$ cat src/hdl/bertpc_regs.svh
/*
 * Register offsets, field positions, reset values and counts of the
 * receive bit error-rate tester. Assumes inclusion by bare name.
 */
`ifndef BERTPC_REGS_SVH
`define BERTPC_REGS_SVH

`define BERTPC_OFF_CTRL0 12'h500
`define BERTPC_OFF_CTRL1 12'h504
`define BERTPC_OFF_PAT_LO 12'h508
`define BERTPC_OFF_PAT_HI 12'h50c
`define BERTPC_OFF_BC_LO 12'h510
`define BERTPC_OFF_BC_HI 12'h514
`define BERTPC_OFF_EC_LO 12'h518
`define BERTPC_OFF_EC_HI 12'h51c

`define BERTPC_RST16 16'h0000
`define BERTPC_CTRL0_MASK 16'hef3e

`define BERTPC_C0_RESYNC 0
`define BERTPC_C0_LOAD 1
`define BERTPC_C0_PS_LSB 2
`define BERTPC_C0_RINV 5
`define BERTPC_C0_RPL_LSB 8
`define BERTPC_C0_IE_OF 13
`define BERTPC_C0_IE_BED 14
`define BERTPC_C0_IE_SYNC 15
`define BERTPC_C1_ALT_LSB 8

`define BERTPC_ST_SYNC 0
`define BERTPC_ST_ECO 1
`define BERTPC_ST_BCO 2
`define BERTPC_ST_BED 3
`define BERTPC_ST_LOCK_LOST 4
`define BERTPC_ST_RA0 5
`define BERTPC_ST_RA1 6
`define BERTPC_ST_EC_LSB 8

`define BERTPC_PS_PRBS7 3'h0
`define BERTPC_PS_PRBS11 3'h1
`define BERTPC_PS_PRBS15 3'h2
`define BERTPC_PS_QRSS 3'h3
`define BERTPC_PS_REP 3'h4
`define BERTPC_PS_ALT 3'h5

`define BERTPC_LOCK_RUN 6'h20
`define BERTPC_ERR_LIMIT 3'h6
`define BERTPC_ALL_RUN 5'h1f
`define BERTPC_ALT_MIN 8'h05
`define BERTPC_REP_LAST_BASE 5'h10

`endif

$ cat src/hdl/bertpc_pkg.sv
/*
 * Types of the receive bit error-rate tester: synchronizer states and the
 * state records of each module. Assumes bertpc_regs.svh beside it.
 */
`default_nettype none
package bertpc_pkg;
    typedef enum logic {BERTPC_HUNT, BERTPC_LOCKED} bertpc_sync_state_t;

    typedef struct packed {
        logic [19:0] hist;
        logic [4:0] idx;
        logic [7:0] rep;
        logic word_hi;
    } bertpc_pat_st_t;

    typedef struct packed {
        bertpc_sync_state_t state;
        logic [5:0] run;
        logic [5:0] win;
        logic [2:0] errs;
        logic hunt_start;
    } bertpc_sync_st_t;

    typedef struct packed {
        logic [15:0] ctrl0;
        logic [7:0] alt_cnt;
        logic [31:0] pat;
        logic [31:0] bit_cnt;
        logic [23:0] err_cnt;
        logic [31:0] bit_lat;
        logic [23:0] err_lat;
        logic eco;
        logic bco;
        logic bed;
        logic lock_lost;
        logic ra0;
        logic ra1;
        logic lock_chg;
        logic lock_q;
        logic resync_p;
        logic [4:0] zero_run;
        logic [4:0] one_run;
        logic [15:0] rd_data;
        logic irq;
    } bertpc_top_st_t;
endpackage : bertpc_pkg
`default_nettype wire

$ cat src/hdl/bertpc_pattern.sv
/*
 * Expected-bit source for the receive checker: PRBS history, repetitive
 * and alternating word walks over the 32-bit pattern store.
 * Assumes one bit_en pulse per received bit and a slip request from the
 * synchronizer while hunting.
 */
`default_nettype none
`include "bertpc_regs.svh"
module bertpc_pattern (
    input wire logic clk,
    input wire logic srst,
    input wire logic [2:0] mode,
    input wire logic [31:0] pattern,
    input wire logic [3:0] rpl,
    input wire logic [7:0] alt_count,
    input wire logic bit_en,
    input wire logic rx_bit,
    input wire logic locked,
    input wire logic slip,
    output logic expected,
    output logic legal
);
    import bertpc_pkg::*;

    bertpc_pat_st_t s_reg;
    bertpc_pat_st_t s_next;
    logic prbs_raw;
    logic [7:0] alt_last;

    function automatic logic [4:0] bertpc_wrap(input logic [4:0] idx, input logic [4:0] last);
        bertpc_wrap = (idx == last) ? 5'h00 : 5'(idx + 5'h01);
    endfunction : bertpc_wrap

    always_comb
    begin
        s_next = s_reg;
        prbs_raw = 1'b0;
        expected = 1'b0;
        legal = (mode <= `BERTPC_PS_ALT);
        alt_last = 8'((alt_count < `BERTPC_ALT_MIN ? `BERTPC_ALT_MIN : alt_count) - 8'h01);
        case (mode)
            `BERTPC_PS_PRBS7: prbs_raw = s_reg.hist[6] ^ s_reg.hist[5];
            `BERTPC_PS_PRBS11: prbs_raw = s_reg.hist[10] ^ s_reg.hist[8];
            `BERTPC_PS_PRBS15: prbs_raw = s_reg.hist[14] ^ s_reg.hist[13];
            `BERTPC_PS_QRSS: prbs_raw = s_reg.hist[19] ^ s_reg.hist[16];
            default: prbs_raw = 1'b0;
        endcase
        case (mode)
            `BERTPC_PS_REP: expected = pattern[s_reg.idx];
            `BERTPC_PS_ALT: expected = pattern[{s_reg.word_hi, s_reg.idx[3:0]}];
            default: expected = prbs_raw;
        endcase
        if (mode == `BERTPC_PS_QRSS && s_reg.hist[13:0] == 14'h0000)
        begin
            expected = 1'b1;
        end
        if (bit_en)
        begin
            s_next.hist = {s_reg.hist[18:0], locked ? prbs_raw : rx_bit};
            if (!slip && mode == `BERTPC_PS_REP)
            begin
                s_next.idx = bertpc_wrap(s_reg.idx, 5'(`BERTPC_REP_LAST_BASE + {1'b0, rpl}));
            end
            else if (!slip && mode == `BERTPC_PS_ALT)
            begin
                s_next.idx = bertpc_wrap({1'b0, s_reg.idx[3:0]}, 5'h0f);
                if (s_reg.idx[3:0] == 4'hf)
                begin
                    s_next.rep = (s_reg.rep >= alt_last) ? 8'h00 : 8'(s_reg.rep + 8'h01);
                    s_next.word_hi = (s_reg.rep >= alt_last) ? ~s_reg.word_hi : s_reg.word_hi;
                end
            end
        end
    end

    always_ff @(posedge clk)
    begin
        if (srst)
        begin
            s_reg <= '0;
        end
        else
        begin
            s_reg <= s_next;
        end
    end
endmodule : bertpc_pattern
`default_nettype wire

$ cat src/hdl/bertpc_sync.sv
/*
 * Receive synchronizer: hunts for 32 matching bits, then watches 64-bit
 * windows for six or more errors. Assumes mismatch is valid with bit_en.
 */
`default_nettype none
`include "bertpc_regs.svh"
module bertpc_sync (
    input wire logic clk,
    input wire logic srst,
    input wire logic bit_en,
    input wire logic mismatch,
    input wire logic legal,
    input wire logic resync,
    output logic locked,
    output logic hunt_start,
    output logic slip
);
    import bertpc_pkg::*;

    bertpc_sync_st_t s_reg;
    bertpc_sync_st_t s_next;
    logic [2:0] errs_sum;

    assign locked = (s_reg.state == BERTPC_LOCKED);
    assign hunt_start = s_reg.hunt_start;

    always_comb
    begin
        s_next = s_reg;
        s_next.hunt_start = 1'b0;
        slip = 1'b0;
        errs_sum = 3'(s_reg.errs + {2'b00, mismatch});
        case (s_reg.state)
            BERTPC_HUNT:
            begin
                if (bit_en && legal)
                begin
                    if (mismatch)
                    begin
                        s_next.run = 6'h00;
                        slip = 1'b1;
                    end
                    else if (6'(s_reg.run + 6'h01) == `BERTPC_LOCK_RUN)
                    begin
                        s_next.state = BERTPC_LOCKED;
                        s_next.win = 6'h00;
                        s_next.errs = 3'h0;
                    end
                    else
                    begin
                        s_next.run = 6'(s_reg.run + 6'h01);
                    end
                end
            end
            BERTPC_LOCKED:
            begin
                if (bit_en)
                begin
                    s_next.win = 6'(s_reg.win + 6'h01);
                    if (errs_sum >= `BERTPC_ERR_LIMIT)
                    begin
                        s_next.state = BERTPC_HUNT;
                        s_next.run = 6'h00;
                        s_next.hunt_start = 1'b1;
                    end
                    else
                    begin
                        s_next.errs = (s_reg.win == 6'h3f) ? 3'h0 : errs_sum;
                    end
                end
            end
            default: s_next.state = BERTPC_HUNT;
        endcase
        if (resync || !legal)
        begin
            s_next.hunt_start = resync || (s_reg.state == BERTPC_LOCKED);
            s_next.state = BERTPC_HUNT;
            s_next.run = 6'h00;
        end
    end

    always_ff @(posedge clk)
    begin
        if (srst)
        begin
            s_reg <= '{state: BERTPC_HUNT, default: '0};
        end
        else
        begin
            s_reg <= s_next;
        end
    end

    property p_lock_after_run;
        @(posedge clk) disable iff (srst)
        (s_reg.state == BERTPC_HUNT && s_reg.run == 6'h1f && bit_en && legal && !mismatch
            && !resync) |=> locked;
    endproperty
    a_lock_after_run: assert property (p_lock_after_run) else $error("no lock after 32 matches");

    property p_drop_on_errors;
        @(posedge clk) disable iff (srst)
        (locked && s_reg.errs == 3'h5 && bit_en && mismatch) |=> (!locked && hunt_start);
    endproperty
    a_drop_on_errors: assert property (p_drop_on_errors) else $error("lock kept at six errors");
endmodule : bertpc_sync
`default_nettype wire

$ cat src/hdl/bertpc_top.sv
/*
 * Receive bit error-rate tester: bit and error counters, sticky status,
 * pattern store and control registers on a plain register port.
 * Assumes rx_bit_en pulses once per received bit, synchronous to clk, and
 * that software strobes are single cycles with read data one cycle later.
 */
// Strobed register access was chosen for this implementation.
`default_nettype none
`include "bertpc_regs.svh"
module bertpc_top (
    input wire logic clk,
    input wire logic srst,
    input wire logic [11:0] reg_addr,
    input wire logic [15:0] reg_wdata,
    input wire logic reg_wr,
    input wire logic reg_rd,
    output logic [15:0] reg_rdata,
    input wire logic rx_bit,
    input wire logic rx_bit_en,
    output logic lock_status,
    output logic irq_req
);
    import bertpc_pkg::*;

    bertpc_top_st_t s_reg;
    bertpc_top_st_t s_next;
    logic rx_eff;
    logic expected;
    logic legal;
    logic locked;
    logic hunt_start;
    logic slip;
    logic mismatch;
    logic load_edge;
    logic rd_status;
    logic [15:0] status_word;

    assign reg_rdata = s_reg.rd_data;
    assign lock_status = s_reg.lock_q;
    assign irq_req = s_reg.irq;
    assign rx_eff = rx_bit ^ s_reg.ctrl0[`BERTPC_C0_RINV];
    assign mismatch = rx_bit_en && legal && (rx_eff != expected);
    assign load_edge = reg_wr && reg_addr == `BERTPC_OFF_CTRL0
        && reg_wdata[`BERTPC_C0_LOAD] && !s_reg.ctrl0[`BERTPC_C0_LOAD];
    assign rd_status = reg_rd && reg_addr == `BERTPC_OFF_EC_LO;

    bertpc_pattern u_pattern (
        .clk(clk),
        .srst(srst),
        .mode(s_reg.ctrl0[`BERTPC_C0_PS_LSB +: 3]),
        .pattern(s_reg.pat),
        .rpl(s_reg.ctrl0[`BERTPC_C0_RPL_LSB +: 4]),
        .alt_count(s_reg.alt_cnt),
        .bit_en(rx_bit_en),
        .rx_bit(rx_eff),
        .locked(locked),
        .slip(slip),
        .expected(expected),
        .legal(legal)
    );

    bertpc_sync u_sync (
        .clk(clk),
        .srst(srst),
        .bit_en(rx_bit_en),
        .mismatch(mismatch),
        .legal(legal),
        .resync(s_reg.resync_p),
        .locked(locked),
        .hunt_start(hunt_start),
        .slip(slip)
    );

    always_comb
    begin
        s_next = s_reg;
        status_word = {s_reg.err_lat[7:0], 1'b0, s_reg.ra1, s_reg.ra0, s_reg.lock_lost, s_reg.bed,
            s_reg.bco, s_reg.eco, s_reg.lock_q};
        s_next.resync_p = 1'b0;
        s_next.lock_q = locked;
        // Register writes; the pattern store is taken as the host leaves it
        if (reg_wr)
        begin
            case (reg_addr)
                `BERTPC_OFF_CTRL0:
                begin
                    s_next.ctrl0 = reg_wdata & `BERTPC_CTRL0_MASK;
                    s_next.resync_p = reg_wdata[`BERTPC_C0_RESYNC]
                        && !s_reg.ctrl0[`BERTPC_C0_RESYNC];
                end
                `BERTPC_OFF_CTRL1: s_next.alt_cnt = reg_wdata[`BERTPC_C1_ALT_LSB +: 8];
                `BERTPC_OFF_PAT_LO: s_next.pat[15:0] = reg_wdata;
                `BERTPC_OFF_PAT_HI: s_next.pat[31:16] = reg_wdata;
                default: s_next.ctrl0 = s_reg.ctrl0;
            endcase
        end
        // Read data stands in the cycle after the strobe only
        s_next.rd_data = 16'h0000;
        if (reg_rd)
        begin
            case (reg_addr)
                `BERTPC_OFF_CTRL0: s_next.rd_data = s_reg.ctrl0;
                `BERTPC_OFF_CTRL1: s_next.rd_data = {s_reg.alt_cnt, 8'h00};
                `BERTPC_OFF_PAT_LO: s_next.rd_data = s_reg.pat[15:0];
                `BERTPC_OFF_PAT_HI: s_next.rd_data = s_reg.pat[31:16];
                `BERTPC_OFF_BC_LO: s_next.rd_data = s_reg.bit_lat[15:0];
                `BERTPC_OFF_BC_HI: s_next.rd_data = s_reg.bit_lat[31:16];
                `BERTPC_OFF_EC_LO: s_next.rd_data = status_word;
                `BERTPC_OFF_EC_HI: s_next.rd_data = s_reg.err_lat[23:8];
                default: s_next.rd_data = 16'h0000;
            endcase
        end
        // Status read clears the sticky flags, ra0/ra1 only once their run has ended; set events below win
        if (rd_status)
        begin
            s_next.eco = 1'b0;
            s_next.bco = 1'b0;
            s_next.bed = 1'b0;
            s_next.lock_lost = 1'b0;
            s_next.lock_chg = 1'b0;
            if (s_reg.zero_run == 5'h00)
            begin
                s_next.ra0 = 1'b0;
            end
            if (s_reg.one_run == 5'h00)
            begin
                s_next.ra1 = 1'b0;
            end
        end
        // Counters run regardless of lock
        if (rx_bit_en)
        begin
            if (s_reg.bit_cnt == 32'hffffffff)
            begin
                s_next.bco = 1'b1;
            end
            else
            begin
                s_next.bit_cnt = 32'(s_reg.bit_cnt + 32'h00000001);
            end
            if (mismatch)
            begin
                if (s_reg.err_cnt == 24'hffffff)
                begin
                    s_next.eco = 1'b1;
                end
                else
                begin
                    s_next.err_cnt = 24'(s_reg.err_cnt + 24'h000001);
                end
                if (locked)
                begin
                    s_next.bed = 1'b1;
                end
            end
            s_next.zero_run = rx_eff ? 5'h00 :
                (s_reg.zero_run == `BERTPC_ALL_RUN ? s_reg.zero_run : 5'(s_reg.zero_run + 5'h01));
            s_next.one_run = !rx_eff ? 5'h00 :
                (s_reg.one_run == `BERTPC_ALL_RUN ? s_reg.one_run : 5'(s_reg.one_run + 5'h01));
            if (!rx_eff && s_reg.zero_run == 5'(`BERTPC_ALL_RUN - 5'h01))
            begin
                s_next.ra0 = 1'b1;
            end
            if (rx_eff && s_reg.one_run == 5'(`BERTPC_ALL_RUN - 5'h01))
            begin
                s_next.ra1 = 1'b1;
            end
        end
        if (hunt_start)
        begin
            s_next.lock_lost = 1'b1;
        end
        if (locked != s_reg.lock_q)
        begin
            s_next.lock_chg = 1'b1;
        end
        // Load edge: copy running counts, restart them with this cycle's bit
        if (load_edge)
        begin
            s_next.bit_lat = s_reg.bit_cnt;
            s_next.err_lat = s_reg.err_cnt;
            s_next.bit_cnt = {31'h00000000, rx_bit_en};
            s_next.err_cnt = {23'h000000, mismatch};
        end
        s_next.irq = (s_reg.ctrl0[`BERTPC_C0_IE_OF] && (s_reg.eco || s_reg.bco))
            || (s_reg.ctrl0[`BERTPC_C0_IE_BED] && s_reg.bed)
            || (s_reg.ctrl0[`BERTPC_C0_IE_SYNC] && s_reg.lock_chg);
    end

    always_ff @(posedge clk)
    begin
        if (srst)
        begin
            s_reg <= '0;
        end
        else
        begin
            s_reg <= s_next;
        end
    end

    property p_bit_count;
        @(posedge clk) disable iff (srst)
        (rx_bit_en && !load_edge && s_reg.bit_cnt != 32'hffffffff)
            |=> s_reg.bit_cnt == 32'($past(s_reg.bit_cnt) + 32'h00000001);
    endproperty
    a_bit_count: assert property (p_bit_count) else $error("bit count did not advance");

    property p_count_unlocked;
        @(posedge clk) disable iff (srst)
        (!locked && rx_bit_en && mismatch && !load_edge && s_reg.err_cnt != 24'hffffff)
            |=> s_reg.err_cnt == 24'($past(s_reg.err_cnt) + 24'h000001);
    endproperty
    a_count_unlocked: assert property (p_count_unlocked) else $error("count stalled out of lock");

    property p_bit_sat;
        @(posedge clk) disable iff (srst)
        (s_reg.bit_cnt == 32'hffffffff && rx_bit_en && !load_edge)
            |=> (s_reg.bit_cnt == 32'hffffffff && s_reg.bco);
    endproperty
    a_bit_sat: assert property (p_bit_sat) else $error("bit counter wrapped");

    property p_err_sat;
        @(posedge clk) disable iff (srst)
        (s_reg.err_cnt == 24'hffffff && mismatch && !load_edge)
            |=> (s_reg.err_cnt == 24'hffffff && s_reg.eco);
    endproperty
    a_err_sat: assert property (p_err_sat) else $error("error counter wrapped");

    property p_load;
        @(posedge clk) disable iff (srst)
        load_edge |=> (s_reg.bit_lat == $past(s_reg.bit_cnt)
            && s_reg.err_lat == $past(s_reg.err_cnt) && s_reg.err_cnt <= 24'h000001);
    endproperty
    a_load: assert property (p_load) else $error("load edge did not capture");

    property p_lat_hold;
        @(posedge clk) disable iff (srst)
        !load_edge |=> $stable(s_reg.bit_lat);
    endproperty
    a_lat_hold: assert property (p_lat_hold) else $error("host copy changed without load");

    property p_bed_locked;
        @(posedge clk) disable iff (srst)
        $rose(s_reg.bed) |-> $past(locked);
    endproperty
    a_bed_locked: assert property (p_bed_locked) else $error("mismatch flag set out of lock");

    property p_set_wins;
        @(posedge clk) disable iff (srst)
        (rd_status && hunt_start) |=> s_reg.lock_lost;
    endproperty
    a_set_wins: assert property (p_set_wins) else $error("flag set lost to read");

    property p_all_zeros;
        @(posedge clk) disable iff (srst)
        (rx_bit_en && !rx_eff && s_reg.zero_run == 5'h1e) |=> s_reg.ra0 ##1 s_reg.ra0 || rx_bit_en;
    endproperty
    a_all_zeros: assert property (p_all_zeros) else $error("all zeros flag missed");

    property p_irq_gate;
        @(posedge clk) disable iff (srst)
        s_reg.irq |-> ($past(s_reg.ctrl0[`BERTPC_C0_IE_OF]) || $past(s_reg.ctrl0[`BERTPC_C0_IE_BED])
            || $past(s_reg.ctrl0[`BERTPC_C0_IE_SYNC]));
    endproperty
    a_irq_gate: assert property (p_irq_gate) else $error("interrupt raised while masked");
endmodule : bertpc_top
`default_nettype wire

$ cat config.mk
export PLATFORM = sky130hd
export DESIGN_NAME = bertpc_top
export DESIGN_NICKNAME = d
export VERILOG_FILES = /design/src/hdl/bertpc_pkg.sv /design/src/hdl/bertpc_pattern.sv /design/src/hdl/bertpc_sync.sv /design/src/hdl/bertpc_top.sv
export VERILOG_INCLUDE_DIRS = /design/src /design/src/hdl
export SDC_FILE = /design/constraint.sdc
export NUM_CORES = 1
export LEC_CHECK = 0
export BUFFER_PORTS_ARGS = -buffer_cell sky130_fd_sc_hd__buf_2
export CORE_MARGIN = 2
export CORE_UTILIZATION = 50
export CTS_CLUSTER_SIZE = 16
export DETAILED_ROUTE_END_ITERATION = 8
export GPL_TIMING_DRIVEN = 0
export PLACE_DENSITY = 0.69
export SETUP_SLACK_MARGIN = 0.3
export SLEW_MARGIN = 20
export SYNTH_ARGS = -nofsm -noshare
export SYNTH_HDL_FRONTEND = slang
export SYNTH_HIERARCHICAL = 1
export SYNTH_SLANG_ARGS = --single-unit
$ cat constraint.sdc
create_clock -name clk -period 3.5 [get_ports clk]
set_input_delay 0.7 -clock clk [delete_from_list [all_inputs] [get_ports clk]]
set_output_delay 0.7 -clock clk [all_outputs]
set_load 0.005 [all_outputs]
==> impl_metrics.json <==
{
  "drtIter0Drc": 1082,
  "clk_latency_ns": 0.54,
  "grt_usage": 0.269,
  "reg2regPathDepth": 17,
  "port_buffers": 50,
  "routed_wl_um": 35500,
  "clock_sinks": 251,
  "crit_arrival_ns": 3.89,
  "syn_inst": 1450,
  "netlist_area_um2": 12300,
  "setup_ws_ns": 0.0368,
  "largest_reg_flops": 182,
  "final_antenna_net_count": 0,
  "drv_slew": 0,
  "synth_most_common_cell": "nand2_1",
  "rrSetupSlack_ns": 0.04,
  "post_drt_wl_per_cell_um": 18.7,
  "critPathKind": "flip-flop to flip-flop",
  "avgViaCountPerCell": 5.95,
  "fin_nets": 1613,
  "r2r-start": "u_pattern/s_reg[9]",
  "cp-endpoint": "u_sync/s_reg[11]",
  "ys_seq_area_frac": 0.409,
  "yosys-top-cells-count": "nand2_1, dfxtp_1, a21oi_1",
  "path_max_fanout": 10,
  "drv_cap": 0,
  "cp_data_required_time_ns": 3.93,
  "start_util": 0.507,
  "rows": 57,
  "core_um2": 24200,
  "finalSetupTns_ns": 0,
  "regToRegEndpoint": "u_sync/s_reg[11]",
  "synth_area_leader_cell": "dfxtp_1",
  "ys_ff_latch": 251,
  "synth_cell_types": 84,
  "remaining_drc_errors": 0,
  "overflow": 0,
  "cts.clk_slew.worst_paths_ns": 0.06,
  "cts-root-buf": "clkbuf_16",
  "setup_viol": 0,
  "synth_nets": 1510,
  "period_share": 0.989,
  "fmax_mhz": 289,
  "grt_pass1_vias": 10600,
  "synth_edf_count": 0,
  "fillCellCount": 2163,
  "synth_flop_cell": "dfxtp_1",
  "synth_area_leaders": "dfxtp_1, nand2_1, a21oi_1, mux4_2, nor2_1",
  "status": "finished, final reports clean",
  "pin_count": 52,
  "cts-buffers-inserted": 29,
  "multi_input_area_um2": 6970,
  "p_total_mw": 6.37,
  "min_path_type": "input pin to flip-flop",
  "finalClockSkew_ns": 0.0106,
  "rsz0062_at_grt": "yes",
  "vias": 11300,
  "drive_above_1_share": 0.184,
  "synth_warnings": 6,
  "gp_congestion": 0.916,
  "cp-start-kind": "flip-flop",
  "synthArstFlopShare": 0,
  "die-area_um2": 25800,
  "powerDensity_nw_per_um2": 438,
  "ir_drop_mv": 0.351,
  "post-place-ws_ns": -0.573,
  "period_needed_ns": 3.46,
  "worst_pin_slew_ns": 1.10,
  "post-route-util": 0.600,
  "dr.pass1.iters": 5,
  "ff_latch_area_um2": 5030,
  "synth_top_area_share": 0.409,
  "cts_htree_levels": 1,
  "die_height_um": 161,
  "avgSynthCellArea_um2": 8.47,
  "grt_max_degree": 16,
  "cp-startpoint": "u_pattern/s_reg[9]",
  "slew_headroom": 0.254,
  "power_leakage_nw": 5.21,
  "cts_hold_buf": 0,
  "cts_tree": "yes",
  "hpwlAfterDp_um": 25500,
  "ctsLongestPathBuffers": 3,
  "hold_viol": 0,
  "dieWidth_um": 161,
  "grt_pass1_wl_um": 55900,
  "grt_antenna_before_repair": 3,
  "cp-end-kind": "flip-flop",
  "syn_to_final_growth_pct": 18.3
}
-- cell type report --
cell class                 instances  area share
antenna                            2    0.000344
timing repair buffer              72      0.0318
multi-input combinational       1077       0.479
inverter                          23     0.00594
sequential                       251       0.346
clock buffer                      41      0.0607
clock inverter                    12      0.0102
tap                              324      0.0279
buffer                            99      0.0380
-- per-layer routing --
metal	global-route usage	routed length (um)
met1	0.362	15400
met2	0.431	16200
met3	0.0408	2400
met4	0.115	1420
met5	0	15
-- critical path, cell delays in order (launching register included) --
cell	delay [ns]
dfxtp_4	0.40
buf_12	0.16
mux4_2	0.51
mux2i_1	0.17
a311oi_1	0.12
nand4b_1	0.14
nand2_2	0.10
xnor3_2	0.29
nor2_4	0.14
buf_6	0.14
ha_4	0.14
ha_4	0.16
xor2_4	0.22
nand3_2	0.14
o21ai_2	0.11
o311a_4	0.25
buf_4	0.12
o21ai_2	0.04
-- metrics by stage --
| step | std cells | area [um^2] | hold slack [ns] |
|---|---|---|---|
| finish | 1901 | 14500 | 0.425 |
| global route | 1901 | 14500 | 0.428 |
| CTS | 1887 | 14200 | 0.405 |
| detailed placement | 1824 | 13000 | 0.442 |
| global placement | 1824 | 13000 | 0.434 |
| floorplan | 1450 | 12300 | 0.413 |
-- cells by family (layout without fill, tap and decap cells) --
logic type,count (synthesis),in the layout,synth area share
xor+xnor,41,41,0.0303
flops,251,251,0.409
buf+inv,122,247,0.0488
mux,72,72,0.0876
compound gates,312,312,0.154
simple gates,626,626,0.244
other cells,0,2,0
fa+ha+maj,26,26,0.0265
-- cell usage in the layout, fill, tap and decap left out, drive strengths merged, types with 14 or more instances in the layout --
cell / count
nor4: 16
xor2: 18
nor3: 21
mux2i: 31
nand3: 42
dfxtp: 251
nand2: 310
inv: 24
clkbuf: 85
nor2: 101
a21oi: 178
buf: 127
mux4: 27
a22oi: 17
o21ai: 42
or3: 25
and4: 21
nand4: 24
xnor2: 22
mux2: 14
ha: 26
-- how the worst min path moves through the flow --
stage,startpoint,end,slack (ns),cells after the start
2_1_floorplan,u_sync/hunt_start,s_reg[32],0.41,2
3_3_place_gp,u_sync/hunt_start,s_reg[32],0.43,2
3_5_place_dp,u_sync/hunt_start,s_reg[32],0.44,2
4_1_cts,reg_wdata[4],s_reg[168],0.41,3
5_1_grt,reg_wdata[0],s_reg[164],0.43,3
6_report,reg_wdata[4],s_reg[168],0.43,3
-- timing repair --
item                                    4_1_cts  5_1_grt
endpoints found under the setup margin       43       45
pin swaps                                     8       36
resized for setup                            34       38
setup buffers                                10       12
-- report_power, final --
part | leakage, nW | total, mW | internal [mW] | switching [mW]
clock | 0.513 | 3.20 | 1.97 | 1.23
sequential | 2.02 | 2.88 | 2.87 | 0.0156
combinational | 2.67 | 0.285 | 0.0994 | 0.186
total | 5.21 | 6.37 | 4.94 | 1.43
Note: power is estimated with default switching activity, not from simulation.
